===== src/verilog/cond_unit_consts.svh =====
`ifndef COND_UNIT_CONSTS_SVH
`define COND_UNIT_CONSTS_SVH
// ==========================================================
// register indices (byte address = index * 4)
`define IDX_CMD 8'h00
`define IDX_TEST_VAL 8'h01
`define IDX_COND 8'h02
`define IDX_TRIG_CNT 8'h03
`define IDX_STATUS 8'h04
`define IDX_JUMP 8'h05
`define IDX_TS_RESULT 8'h27
`define ADDR_IDX_HI 9
`define ADDR_IDX_LO 2
// ==========================================================
// reset values and field positions
`define RST_WORD 32'h0000_0000
`define RST_CNT16 16'h0000
`define STATUS_ERR_BIT 6
// ==========================================================
// test value limits
`define LONG_BAD 32'h8000_0000
`define SHORT_MAX 32'sh0000_7FFF
`define SHORT_MIN 32'shFFFF_8001
// ==========================================================
// timing
`define TICK_NS 25
`define MS_NS 1000000
`define MS_CYCLES (`MS_NS / `TICK_NS)
// ==========================================================
// buffer and pins
`define TS_DEPTH 8
`define TS_PTR_W 3
`define TS_CNT_W 4
`define DIN_W 8
`define RESP_OKAY 2'h0
`define RESP_SLVERR 2'h2
`endif


===== src/verilog/cond_unit_pkg.sv =====
package cond_unit_pkg;
  typedef enum logic [2:0] {CC_F, CC_T, CC_L, CC_E, CC_G} cc_t;
  typedef enum logic [3:0] {
    OP_NONE, OP_INPUT_TEST, OP_REG_TEST, OP_TS_POP, OP_TRIG_SETUP,
    OP_COND_JUMP
  } op_t;
  typedef enum logic [1:0] {
    RS_TS_RESULT, RS_TRIG_CNT, RS_INPUTS, RS_ELAPSED
  } reg_sel_t;
  typedef struct packed {
    logic [6:0] rsvd;
    logic [11:0] target;
    cc_t cond;
    reg_sel_t reg_sel;
    logic level;
    logic [2:0] in_sel;
    op_t op;
  } cmd_t;
endpackage : cond_unit_pkg


===== src/verilog/cond_unit.sv =====
`timescale 1ns/10ps
`include "cond_unit_consts.svh"
// Behaviour
// - input test sets true on match, false otherwise
// - condition code readable, never software writable
// - jump taken only when code equals condition
// - register test compares register to test value
// - test values limited per long/short register width
// - each trigger pushes elapsed milliseconds since previous trigger or capture setup, except into a full buffer
// - stamp buffer is eight deep first-in first-out
// - pop moves oldest entry into result register
// - pop on empty buffer writes zero result
// - capture setup empties buffer and arms trigger
// - trigger register counts arrived triggers
module cond_unit #(
  parameter int unsigned MS_CYCLES = `MS_CYCLES
) (
  input wire logic CLK_SYS,
  input wire logic NRST,
  input wire logic [`DIN_W-1:0] DIN,
  input wire logic S_AXI_AWVALID,
  output logic S_AXI_AWREADY,
  input wire logic [31:0] S_AXI_AWADDR,
  input wire logic [2:0] S_AXI_AWPROT,
  input wire logic S_AXI_WVALID,
  output logic S_AXI_WREADY,
  input wire logic [31:0] S_AXI_WDATA,
  input wire logic [3:0] S_AXI_WSTRB,
  output logic S_AXI_BVALID,
  input wire logic S_AXI_BREADY,
  output logic [1:0] S_AXI_BRESP,
  input wire logic S_AXI_ARVALID,
  output logic S_AXI_ARREADY,
  input wire logic [31:0] S_AXI_ARADDR,
  input wire logic [2:0] S_AXI_ARPROT,
  output logic S_AXI_RVALID,
  input wire logic S_AXI_RREADY,
  output logic [31:0] S_AXI_RDATA,
  output logic [1:0] S_AXI_RRESP,
  output cond_unit_pkg::cc_t COND_CODE,
  output logic JUMP_TAKEN,
  output logic [11:0] JUMP_TARGET
);
  import cond_unit_pkg::*;

  // ========================================================
  // bus write side: address and data latch in either order
  logic aw_have_q;
  logic w_have_q;
  logic [31:0] awaddr_q;
  logic [31:0] wdata_q;
  logic [3:0] wstrb_q;
  logic [31:0] araddr_w;
  wire aw_hs = S_AXI_AWVALID && S_AXI_AWREADY;
  wire w_hs = S_AXI_WVALID && S_AXI_WREADY;
  wire b_hs = S_AXI_BVALID && S_AXI_BREADY;
  wire ar_hs = S_AXI_ARVALID && S_AXI_ARREADY;
  wire r_hs = S_AXI_RVALID && S_AXI_RREADY;
  wire wr_fire = aw_have_q && w_have_q && !S_AXI_BVALID;
  wire [7:0] wr_idx = awaddr_q[`ADDR_IDX_HI:`ADDR_IDX_LO];
  wire wr_inrange = (awaddr_q[31:`ADDR_IDX_HI+1] == '0);
  wire wr_cmd = wr_fire && wr_inrange && (wr_idx == `IDX_CMD);
  wire wr_tval = wr_fire && wr_inrange && (wr_idx == `IDX_TEST_VAL);
  wire wr_cond = wr_fire && wr_inrange && (wr_idx == `IDX_COND);
  wire wr_tcnt = wr_fire && wr_inrange && (wr_idx == `IDX_TRIG_CNT);
  wire wr_stat = wr_fire && wr_inrange && (wr_idx == `IDX_STATUS);
  wire wr_jump = wr_fire && wr_inrange && (wr_idx == `IDX_JUMP);
  wire wr_tsr = wr_fire && wr_inrange && (wr_idx == `IDX_TS_RESULT);
  wire wr_mapped = wr_cmd || wr_tval || wr_cond || wr_tcnt || wr_stat ||
                   wr_jump || wr_tsr;

  function automatic logic [31:0] merge(input logic [31:0] old,
                                        input logic [31:0] nw,
                                        input logic [3:0] strb);
    logic [31:0] res;
    res = old;
    for (int i = 0; i < 4; i++) begin
      if (strb[i]) begin
        res[i*8 +: 8] = nw[i*8 +: 8];
      end
    end
    return res;
  endfunction : merge

  always_ff @(posedge CLK_SYS or negedge NRST) begin
    if (!NRST) begin
      S_AXI_AWREADY <= 1'b1;
      S_AXI_WREADY <= 1'b1;
      aw_have_q <= 1'b0;
      w_have_q <= 1'b0;
      awaddr_q <= `RST_WORD;
      wdata_q <= `RST_WORD;
      wstrb_q <= '0;
      S_AXI_BVALID <= 1'b0;
      S_AXI_BRESP <= `RESP_OKAY;
    end else begin
      if (aw_hs) begin
        S_AXI_AWREADY <= 1'b0;
        aw_have_q <= 1'b1;
        awaddr_q <= S_AXI_AWADDR;
      end
      if (w_hs) begin
        S_AXI_WREADY <= 1'b0;
        w_have_q <= 1'b1;
        wdata_q <= S_AXI_WDATA;
        wstrb_q <= S_AXI_WSTRB;
      end
      if (wr_fire) begin
        S_AXI_BVALID <= 1'b1;
        S_AXI_BRESP <= wr_mapped ? `RESP_OKAY : `RESP_SLVERR;
      end
      if (b_hs) begin
        S_AXI_BVALID <= 1'b0;
        aw_have_q <= 1'b0;
        w_have_q <= 1'b0;
        S_AXI_AWREADY <= 1'b1;
        S_AXI_WREADY <= 1'b1;
      end
    end
  end

  // ========================================================
  // command decode; one write at a time keeps commands in order
  cmd_t cmd;
  assign cmd = cmd_t'(wdata_q);
  wire cmd_go = wr_cmd && wstrb_q[0];
  wire go_in_test = cmd_go && (cmd.op == OP_INPUT_TEST);
  wire go_reg_test = cmd_go && (cmd.op == OP_REG_TEST);
  wire go_pop = cmd_go && (cmd.op == OP_TS_POP);
  wire go_setup = cmd_go && (cmd.op == OP_TRIG_SETUP);
  wire go_jump = cmd_go && (cmd.op == OP_COND_JUMP);

  // ========================================================
  // input pins, trigger detection and millisecond timer
  logic [`DIN_W-1:0] din_s;
  logic armed_q;
  logic [2:0] trig_sel_q;
  logic trig_lvl_q;
  logic trig_prev_q;
  logic [15:0] div_q;
  logic [31:0] elapsed_q;
  logic [15:0] trig_cnt_q;

  din_sync #(
    .WIDTH(`DIN_W)
  ) u_din_sync (
    .clk(CLK_SYS),
    .nrst(NRST),
    .async_in(DIN),
    .sync_out(din_s)
  );

  wire trig_now = din_s[trig_sel_q];
  // level high fires on a rising edge, level low on a falling one
  wire trig = armed_q && !go_setup && (trig_now != trig_prev_q) &&
              (trig_now == trig_lvl_q);
  wire ms_tick = (div_q == 16'(MS_CYCLES - 1));
  wire elapsed_max = (elapsed_q == 32'hFFFF_FFFF);

  always_ff @(posedge CLK_SYS or negedge NRST) begin
    if (!NRST) begin
      armed_q <= 1'b0;
      trig_sel_q <= '0;
      trig_lvl_q <= 1'b0;
      trig_prev_q <= 1'b0;
    end else if (go_setup) begin
      armed_q <= 1'b1;
      trig_sel_q <= cmd.in_sel;
      trig_lvl_q <= cmd.level;
      trig_prev_q <= din_s[cmd.in_sel];
    end else begin
      trig_prev_q <= trig_now;
    end
  end

  // prescaler restarts with the stamp, so a stamp is whole ms and never
  // carries the divider phase; saturates rather than wraps
  always_ff @(posedge CLK_SYS or negedge NRST) begin
    if (!NRST) begin
      div_q <= `RST_CNT16;
      elapsed_q <= `RST_WORD;
    end else begin
      div_q <= (ms_tick || go_setup || trig) ? `RST_CNT16 : div_q + 1'b1;
      if (go_setup || trig) begin
        elapsed_q <= `RST_WORD;
      end else if (ms_tick && !elapsed_max) begin
        elapsed_q <= elapsed_q + 1'b1;
      end
    end
  end

  // a trigger in the same cycle as a software write still counts
  always_ff @(posedge CLK_SYS or negedge NRST) begin
    if (!NRST) begin
      trig_cnt_q <= `RST_CNT16;
    end else if (wr_tcnt) begin
      trig_cnt_q <= 16'(merge({16'h0000, trig_cnt_q}, wdata_q,
                              wstrb_q)) + 16'(trig);
    end else if (trig) begin
      trig_cnt_q <= trig_cnt_q + 1'b1;
    end
  end

  // ========================================================
  // time stamp buffer and result register
  logic [31:0] fifo_rd;
  logic [`TS_CNT_W-1:0] fifo_cnt;
  logic fifo_full;
  logic fifo_empty;
  logic pop_pend_q;
  logic [31:0] ts_result_q;

  ts_fifo u_ts_fifo (
    .clk(CLK_SYS),
    .nrst(NRST),
    .flush(go_setup),
    .push(trig),
    .push_data(elapsed_q),
    .pop(go_pop && !fifo_empty),
    .pop_data(fifo_rd),
    .count(fifo_cnt),
    .full(fifo_full),
    .empty(fifo_empty)
  );

  always_ff @(posedge CLK_SYS or negedge NRST) begin
    if (!NRST) begin
      pop_pend_q <= 1'b0;
      ts_result_q <= `RST_WORD;
    end else begin
      pop_pend_q <= go_pop && !fifo_empty;
      if (pop_pend_q) begin
        ts_result_q <= fifo_rd;
      end else if (go_pop && fifo_empty) begin
        ts_result_q <= `RST_WORD;
      end else if (wr_tsr) begin
        ts_result_q <= merge(ts_result_q, wdata_q, wstrb_q);
      end
    end
  end

  // ========================================================
  // test value, range check and condition code
  logic [31:0] test_val_q;
  logic err_q;
  logic signed [31:0] sel_val;
  wire signed [31:0] tval = signed'(test_val_q);
  wire sel_short = (cmd.reg_sel == RS_TRIG_CNT) ||
                   (cmd.reg_sel == RS_INPUTS);
  wire long_ok = (test_val_q != `LONG_BAD);
  wire short_ok = (tval <= `SHORT_MAX) && (tval >= `SHORT_MIN);
  wire range_ok = sel_short ? short_ok : long_ok;
  assign sel_val = (cmd.reg_sel == RS_TS_RESULT) ? signed'(ts_result_q) :
                   (cmd.reg_sel == RS_TRIG_CNT) ?
                   signed'({{16{trig_cnt_q[15]}}, trig_cnt_q}) :
                   (cmd.reg_sel == RS_INPUTS) ? signed'({24'h00_0000, din_s}) :
                   signed'(elapsed_q);
  wire cc_t in_cc = (din_s[cmd.in_sel] == cmd.level) ? CC_T : CC_F;
  wire cc_t reg_cc = (sel_val < tval) ? CC_L :
                     (sel_val == tval) ? CC_E : CC_G;
  wire err_clr = wr_stat && wstrb_q[0] && wdata_q[`STATUS_ERR_BIT];

  always_ff @(posedge CLK_SYS or negedge NRST) begin
    if (!NRST) begin
      test_val_q <= `RST_WORD;
      err_q <= 1'b0;
      COND_CODE <= CC_F;
    end else begin
      if (wr_tval) begin
        test_val_q <= merge(test_val_q, wdata_q, wstrb_q);
      end
      if (go_reg_test && !range_ok) begin
        err_q <= 1'b1;
      end else if (err_clr) begin
        err_q <= 1'b0;
      end
      if (go_in_test) begin
        COND_CODE <= in_cc;
      end else if (go_reg_test && range_ok) begin
        COND_CODE <= reg_cc;
      end
    end
  end

  // ========================================================
  // conditional jump; one-cycle taken pulse with target
  always_ff @(posedge CLK_SYS or negedge NRST) begin
    if (!NRST) begin
      JUMP_TAKEN <= 1'b0;
      JUMP_TARGET <= '0;
    end else begin
      JUMP_TAKEN <= go_jump && (COND_CODE == cmd.cond);
      if (go_jump && (COND_CODE == cmd.cond)) begin
        JUMP_TARGET <= cmd.target;
      end
    end
  end

  // ========================================================
  // read side: data registered on the same edge that takes the address
  assign araddr_w = S_AXI_ARADDR;
  wire [7:0] rd_idx = araddr_w[`ADDR_IDX_HI:`ADDR_IDX_LO];
  wire rd_inrange = (araddr_w[31:`ADDR_IDX_HI+1] == '0);
  wire [31:0] status_w = {24'h00_0000, armed_q, err_q, fifo_full,
                          fifo_empty, fifo_cnt};
  wire rd_hit_tv = rd_inrange && (rd_idx == `IDX_TEST_VAL);
  wire rd_hit_cc = rd_inrange && (rd_idx == `IDX_COND);
  wire rd_hit_tc = rd_inrange && (rd_idx == `IDX_TRIG_CNT);
  wire rd_hit_st = rd_inrange && (rd_idx == `IDX_STATUS);
  wire rd_hit_jp = rd_inrange && (rd_idx == `IDX_JUMP);
  wire rd_hit_ts = rd_inrange && (rd_idx == `IDX_TS_RESULT);
  wire rd_hit_cm = rd_inrange && (rd_idx == `IDX_CMD);
  wire [31:0] rd_mux =
    rd_hit_tv ? test_val_q :
    rd_hit_cc ? {29'h0000_0000, COND_CODE} :
    rd_hit_tc ? {16'h0000, trig_cnt_q} :
    rd_hit_st ? status_w :
    rd_hit_jp ? {20'h0_0000, JUMP_TARGET} :
    rd_hit_ts ? ts_result_q : `RST_WORD;
  wire rd_mapped = rd_hit_tv || rd_hit_cc || rd_hit_tc || rd_hit_st ||
                   rd_hit_jp || rd_hit_ts || rd_hit_cm;

  always_ff @(posedge CLK_SYS or negedge NRST) begin
    if (!NRST) begin
      S_AXI_ARREADY <= 1'b1;
      S_AXI_RVALID <= 1'b0;
      S_AXI_RDATA <= `RST_WORD;
      S_AXI_RRESP <= `RESP_OKAY;
    end else if (ar_hs) begin
      S_AXI_ARREADY <= 1'b0;
      S_AXI_RVALID <= 1'b1;
      S_AXI_RDATA <= rd_mux;
      S_AXI_RRESP <= rd_mapped ? `RESP_OKAY : `RESP_SLVERR;
    end else if (r_hs) begin
      S_AXI_RVALID <= 1'b0;
      S_AXI_ARREADY <= 1'b1;
    end
  end
endmodule : cond_unit


===== src/verilog/din_sync.sv =====
`timescale 1ns/10ps
module din_sync #(
  parameter int unsigned WIDTH = 8
) (
  input wire logic clk,
  input wire logic nrst,
  input wire logic [WIDTH-1:0] async_in,
  output logic [WIDTH-1:0] sync_out
);
  logic [WIDTH-1:0] meta_q;
  // ========================================================
  // two stages; only the second stage is read downstream
  always_ff @(posedge clk or negedge nrst) begin
    if (!nrst) begin
      meta_q <= '0;
      sync_out <= '0;
    end else begin
      meta_q <= async_in;
      sync_out <= meta_q;
    end
  end
endmodule : din_sync


===== src/verilog/ts_fifo.sv =====
`timescale 1ns/10ps
`include "cond_unit_consts.svh"
module ts_fifo (
  input wire logic clk,
  input wire logic nrst,
  input wire logic flush,
  input wire logic push,
  input wire logic [31:0] push_data,
  input wire logic pop,
  output logic [31:0] pop_data,
  output logic [`TS_CNT_W-1:0] count,
  output logic full,
  output logic empty
);
  logic [31:0] mem [`TS_DEPTH];
  logic [`TS_PTR_W-1:0] wp_q;
  logic [`TS_PTR_W-1:0] rp_q;
  logic [`TS_CNT_W-1:0] cnt_q;
  wire push_ok = push && !full;
  wire pop_ok = pop && !empty;
  assign full = (cnt_q == `TS_CNT_W'(`TS_DEPTH));
  assign empty = (cnt_q == '0);
  assign count = cnt_q;
  // ========================================================
  // storage, no reset needed on the array
  always_ff @(posedge clk) begin
    if (push_ok && !flush) begin
      mem[wp_q] <= push_data;
    end
  end
  // ========================================================
  // pointers; a push into a full buffer is simply dropped
  always_ff @(posedge clk or negedge nrst) begin
    if (!nrst) begin
      wp_q <= '0;
      rp_q <= '0;
      cnt_q <= '0;
      pop_data <= `RST_WORD;
    end else if (flush) begin
      wp_q <= '0;
      rp_q <= '0;
      cnt_q <= '0;
    end else begin
      if (push_ok) begin
        wp_q <= wp_q + 1'b1;
      end
      if (pop_ok) begin
        rp_q <= rp_q + 1'b1;
        pop_data <= mem[rp_q];
      end
      if (push_ok && !pop_ok) begin
        cnt_q <= cnt_q + 1'b1;
      end else if (pop_ok && !push_ok) begin
        cnt_q <= cnt_q - 1'b1;
      end
    end
  end
endmodule : ts_fifo

===== config.mk =====
export PLATFORM = sky130hd
export DESIGN_NAME = cond_unit
export DESIGN_NICKNAME = d
export VERILOG_FILES = /design/src/verilog/cond_unit_pkg.sv /design/src/verilog/cond_unit.sv /design/src/verilog/din_sync.sv /design/src/verilog/ts_fifo.sv
export VERILOG_INCLUDE_DIRS = /design/src /design/src/verilog
export SDC_FILE = /design/constraint.sdc
export NUM_CORES = 1
export LEC_CHECK = 0
export ABC_AREA = 1
export BUFFER_PORTS_ARGS = -buffer_cell sky130_fd_sc_hd__buf_2
export CAP_MARGIN = 5
export CORE_AREA = 2 2 250 252
export CTS_CLUSTER_SIZE = 20
export DETAILED_ROUTE_END_ITERATION = 12
export DIE_AREA = 0 0 252 254
export PLACE_DENSITY = 0.59
export RECOVER_POWER = 25
export SYNTH_ARGS = -nofsm -noshare
export SYNTH_HDL_FRONTEND = slang
export SYNTH_SLANG_ARGS = --single-unit

===== constraint.sdc =====
create_clock -name CLK_SYS -period 7.25 [get_ports CLK_SYS]
set_input_delay 1.8125 -clock CLK_SYS [delete_from_list [all_inputs] [get_ports CLK_SYS]]
set_output_delay 1.8125 -clock CLK_SYS [all_outputs]
set_load 0.005 [all_outputs]

==> run metrics <==
DP Wirelength 54,200 microns; Max Cap Viol 0; Slew @ Worst Pin 1170 ps; top_reg_cell synth dfrtp_1; Internal Power 6.04 mW; skew final 34.4 ps; startpoint type of the worst setup path flop; Seq/Total Area, Yosys 57.0%; status finished clean; Worst Setup SP cmd[8]; initial antenna violation count 1; DP Worst Slack 3020 ps; final setup slack of the worst path 3510 ps; Worst EP required 7770 ps; GRT Total Usage 25.1%; CTS tree yes; cell area after synthesis 27,400 sq um; area grow syn2layout 13.0%; Worst slew margin 22.3%; I/O pins 178; number of global-route vias before repair 21,400; Tot Pwr 8.78 mW; Gate power share 19.7%; top post-synthesis cells by area dfrtp_1, edfxtp_1, nand2_1, a21oi_1, inv_1; Die ar. 64,000 sq um; Clock transition at path regs 60 ps; H-tree levels 2; Initial DRT Pass Iterations 6; final hold vios 0; Synth Area per Inst 9.06 sq um; WL final 80,300 microns; DRC Markers 0; critical path type flop to flop; CP endpoint kind flop; GRT overflow 0; I/O Buffers 165; # rows 91; RePlAce Congestion 0.936; Net Sw Frac 31.2%; final setup fails 0; CP max FO 26; Starting Density 44.7%; Seq pwr share 44.6%; Hold Buf Count CTS 0; Distinct cells, synth 50; FFs w/ async S/R, synth 55.3%; Vias/cell 5.53; launching point of the worst reg2reg path cmd[8]; period utilization 51.6%; Leak 13.7 nW; post-CTS setup-driven buffer insertion count 0; Clk pwr share 35.7%; Synth area leader dfrtp_1; total CTS buffers 60; largest net degree at the start of global routing 150; Final Max Slew Viols 0; Core ar. 61,300 sq um; DR iter-0 viols 1,855; fin nets 3,314; post-synth top area share 28.7%; CTS sink count 573; pwr dens 284 nW/um^2; Post-DRT Antenna Nets 0; Fin Setup TNS 0 ps; area occupied by multi-input gates 10,000 sq um; Tmin final 3740 ps; FMAX 0.267 GHz; count leader, synth nand2_1; FF+latch count, synth 573; Sw Pwr 2.74 mW; share of cells above drive strength 1 10.5%; crit path DAT 4260 ps; Finished Cell Area 31,000 sq um; Mapped Cells 3,023; RSZ-0062 raised after global routing false; Peak VDD IR 0.218 mV; worst-case clock buffer depth 3; HP Class flop to flop; Seq. cell area 15,600 sq um; global-route wire length before repair 124,000 microns; CTS root buffer clkbuf_16; utilization after layout 50.6%; via count 22,100; Worst-Skew Late Latency 650 ps; area of placed instances 28,900 sq um; drt wl/cell 20.1 microns; fillcell total 5,677; Die Width 252 microns; Synth warnings 0; cts repair resizes 0; EDFF count, synth 256; min-delay src u_din_sync.meta_q[3]; die extent in y 254 microns; top post-synthesis cells by count nand2_1, inv_1, dfrtp_1
[cells by family (layout without fill, tap and decap cells)]
logic type / after synthesis / in the layout / synth area share [%]
flops: 573 / 573 / 57.0
buf+inv: 461 / 637 / 6.69
mux: 1 / 1 / 0.0411
simple gates: 1256 / 1256 / 19.6
other cells: 1 / 3 / 0.0137
compound gates: 630 / 630 / 12.7
xor+xnor: 56 / 56 / 1.79
fa+ha+maj: 45 / 45 / 2.08
[cell usage in the layout (no fill, tap or decap), types with 3 or more instances in the layout]
cell type	instances
clkbuf_8	12
o21ai_1	6
xor2_1	36
nor4_1	18
inv_1	319
edfxtp_1	256
nand4_1	44
nor2_1	220
xnor2_1	20
dfstp_2	3
nor3_1	75
a221oi_1	64
inv_2	6
a21oi_1	259
ha_1	44
o21ai_0	235
nor3_2	3
clkbuf_1	14
nand3_1	112
o21a_1	4
nand2_1	723
nand2_2	3
buf_2	164
nand3b_1	24
bufinv_16	4
clkinvlp_4	3
clkinv_2	15
dfrtp_1	312
buf_4	26
nor2_4	12
nor3b_1	5
o22ai_1	54
clkbuf_16	60
clkinv_1	4
a31oi_1	5
[routing by layer]
metal / vias up / global-route usage, % / wire length (microns)
met4: 0 / 7.76 / 2360
met1: 10700 / 35.3 / 36200
met3: 140 / 2.92 / 4820
met5: - / 0 / 0
met2: 739 / 41.0 / 36900
li1: 10500 / - / -
[worst max-delay path, cell delays in order (launching register included)]
cell,delay [ps]
dfrtp_1,430
inv_1,150
ha_1,510
clkinv_1,130
buf_4,240
a21oi_1,220
o22ai_1,120
ha_1,360
nand2_1,100
nor2_1,140
nand2_1,100
nor4_1,430
nand2_1,140
nand2_1,80
nand2_1,60
nand3_1,190
nand3_1,110
nand2_1,70
inv_1,30
[worst paths after layout]
| kind | to | slack (ps) | cells past startpoint |
|---|---|---|---|
| setup / recovery | COND_CODE[0] | 3510 | 18 |
| hold / removal | u_din_sync.sync_out[3] | 350 | 0 |
| setup reg to reg | COND_CODE[0] | 3510 | 18 |
| hold reg to reg | u_din_sync.sync_out[3] | 350 | 0 |
| max in group asynchronous | u_ts_fifo.rp_q[0] | 4500 | 2 |
| min in group asynchronous | trig_cnt_q[14] | 1220 | 1 |
[power groups by stage]
stage	clock, mW	sequential [mW]	combinational (mW)
6_report	3.14	3.91	1.73
5_1_grt	3.31	3.95	1.97
4_1_cts	3.20	3.91	1.73
3_5_place_dp	0	3.97	1.72
3_3_place_gp	0	3.96	1.70
2_1_floorplan	0	3.87	1.16
[metrics by stage]
step / std cells / hold slack, ps
6_report: 3991 / 350
5_1_grt: 3991 / 354
3_5_place_dp: 3876 / 337
4_1_cts: 3990 / 355
2_1_floorplan: 3024 / 331
3_3_place_gp: 3876 / 338
[layout make-up]
cell class              instances  area share (%)
clock inverters                28            1.00
diodes                          1         0.00808
multi-input cells            1990            32.3
flip-flops and latches        573            50.5
repair buffers                193            3.46
clock buffers                  86            5.55
inverters                     330            4.01
well taps                     790            3.19
[flip-flops by register name, summed over array words and instances (netlist names), 3 cells and up]
name                 count
COND_CODE                3
JUMP_TARGET             12
S_AXI_RDATA             32
awaddr_q                30
cmd                     32
div_q                   16
elapsed_q               32
test_val_q              32
trig_cnt_q              16
trig_sel_q               3
ts_result_q             32
u_din_sync.meta_q        8
u_din_sync.sync_out      8
u_ts_fifo.count          4
u_ts_fifo.mem          256
u_ts_fifo.pop_data      32
u_ts_fifo.rp_q           3
u_ts_fifo.wp_q           3
wstrb_q                  4
No activity file was read; power rests on OpenSTA's default activity.
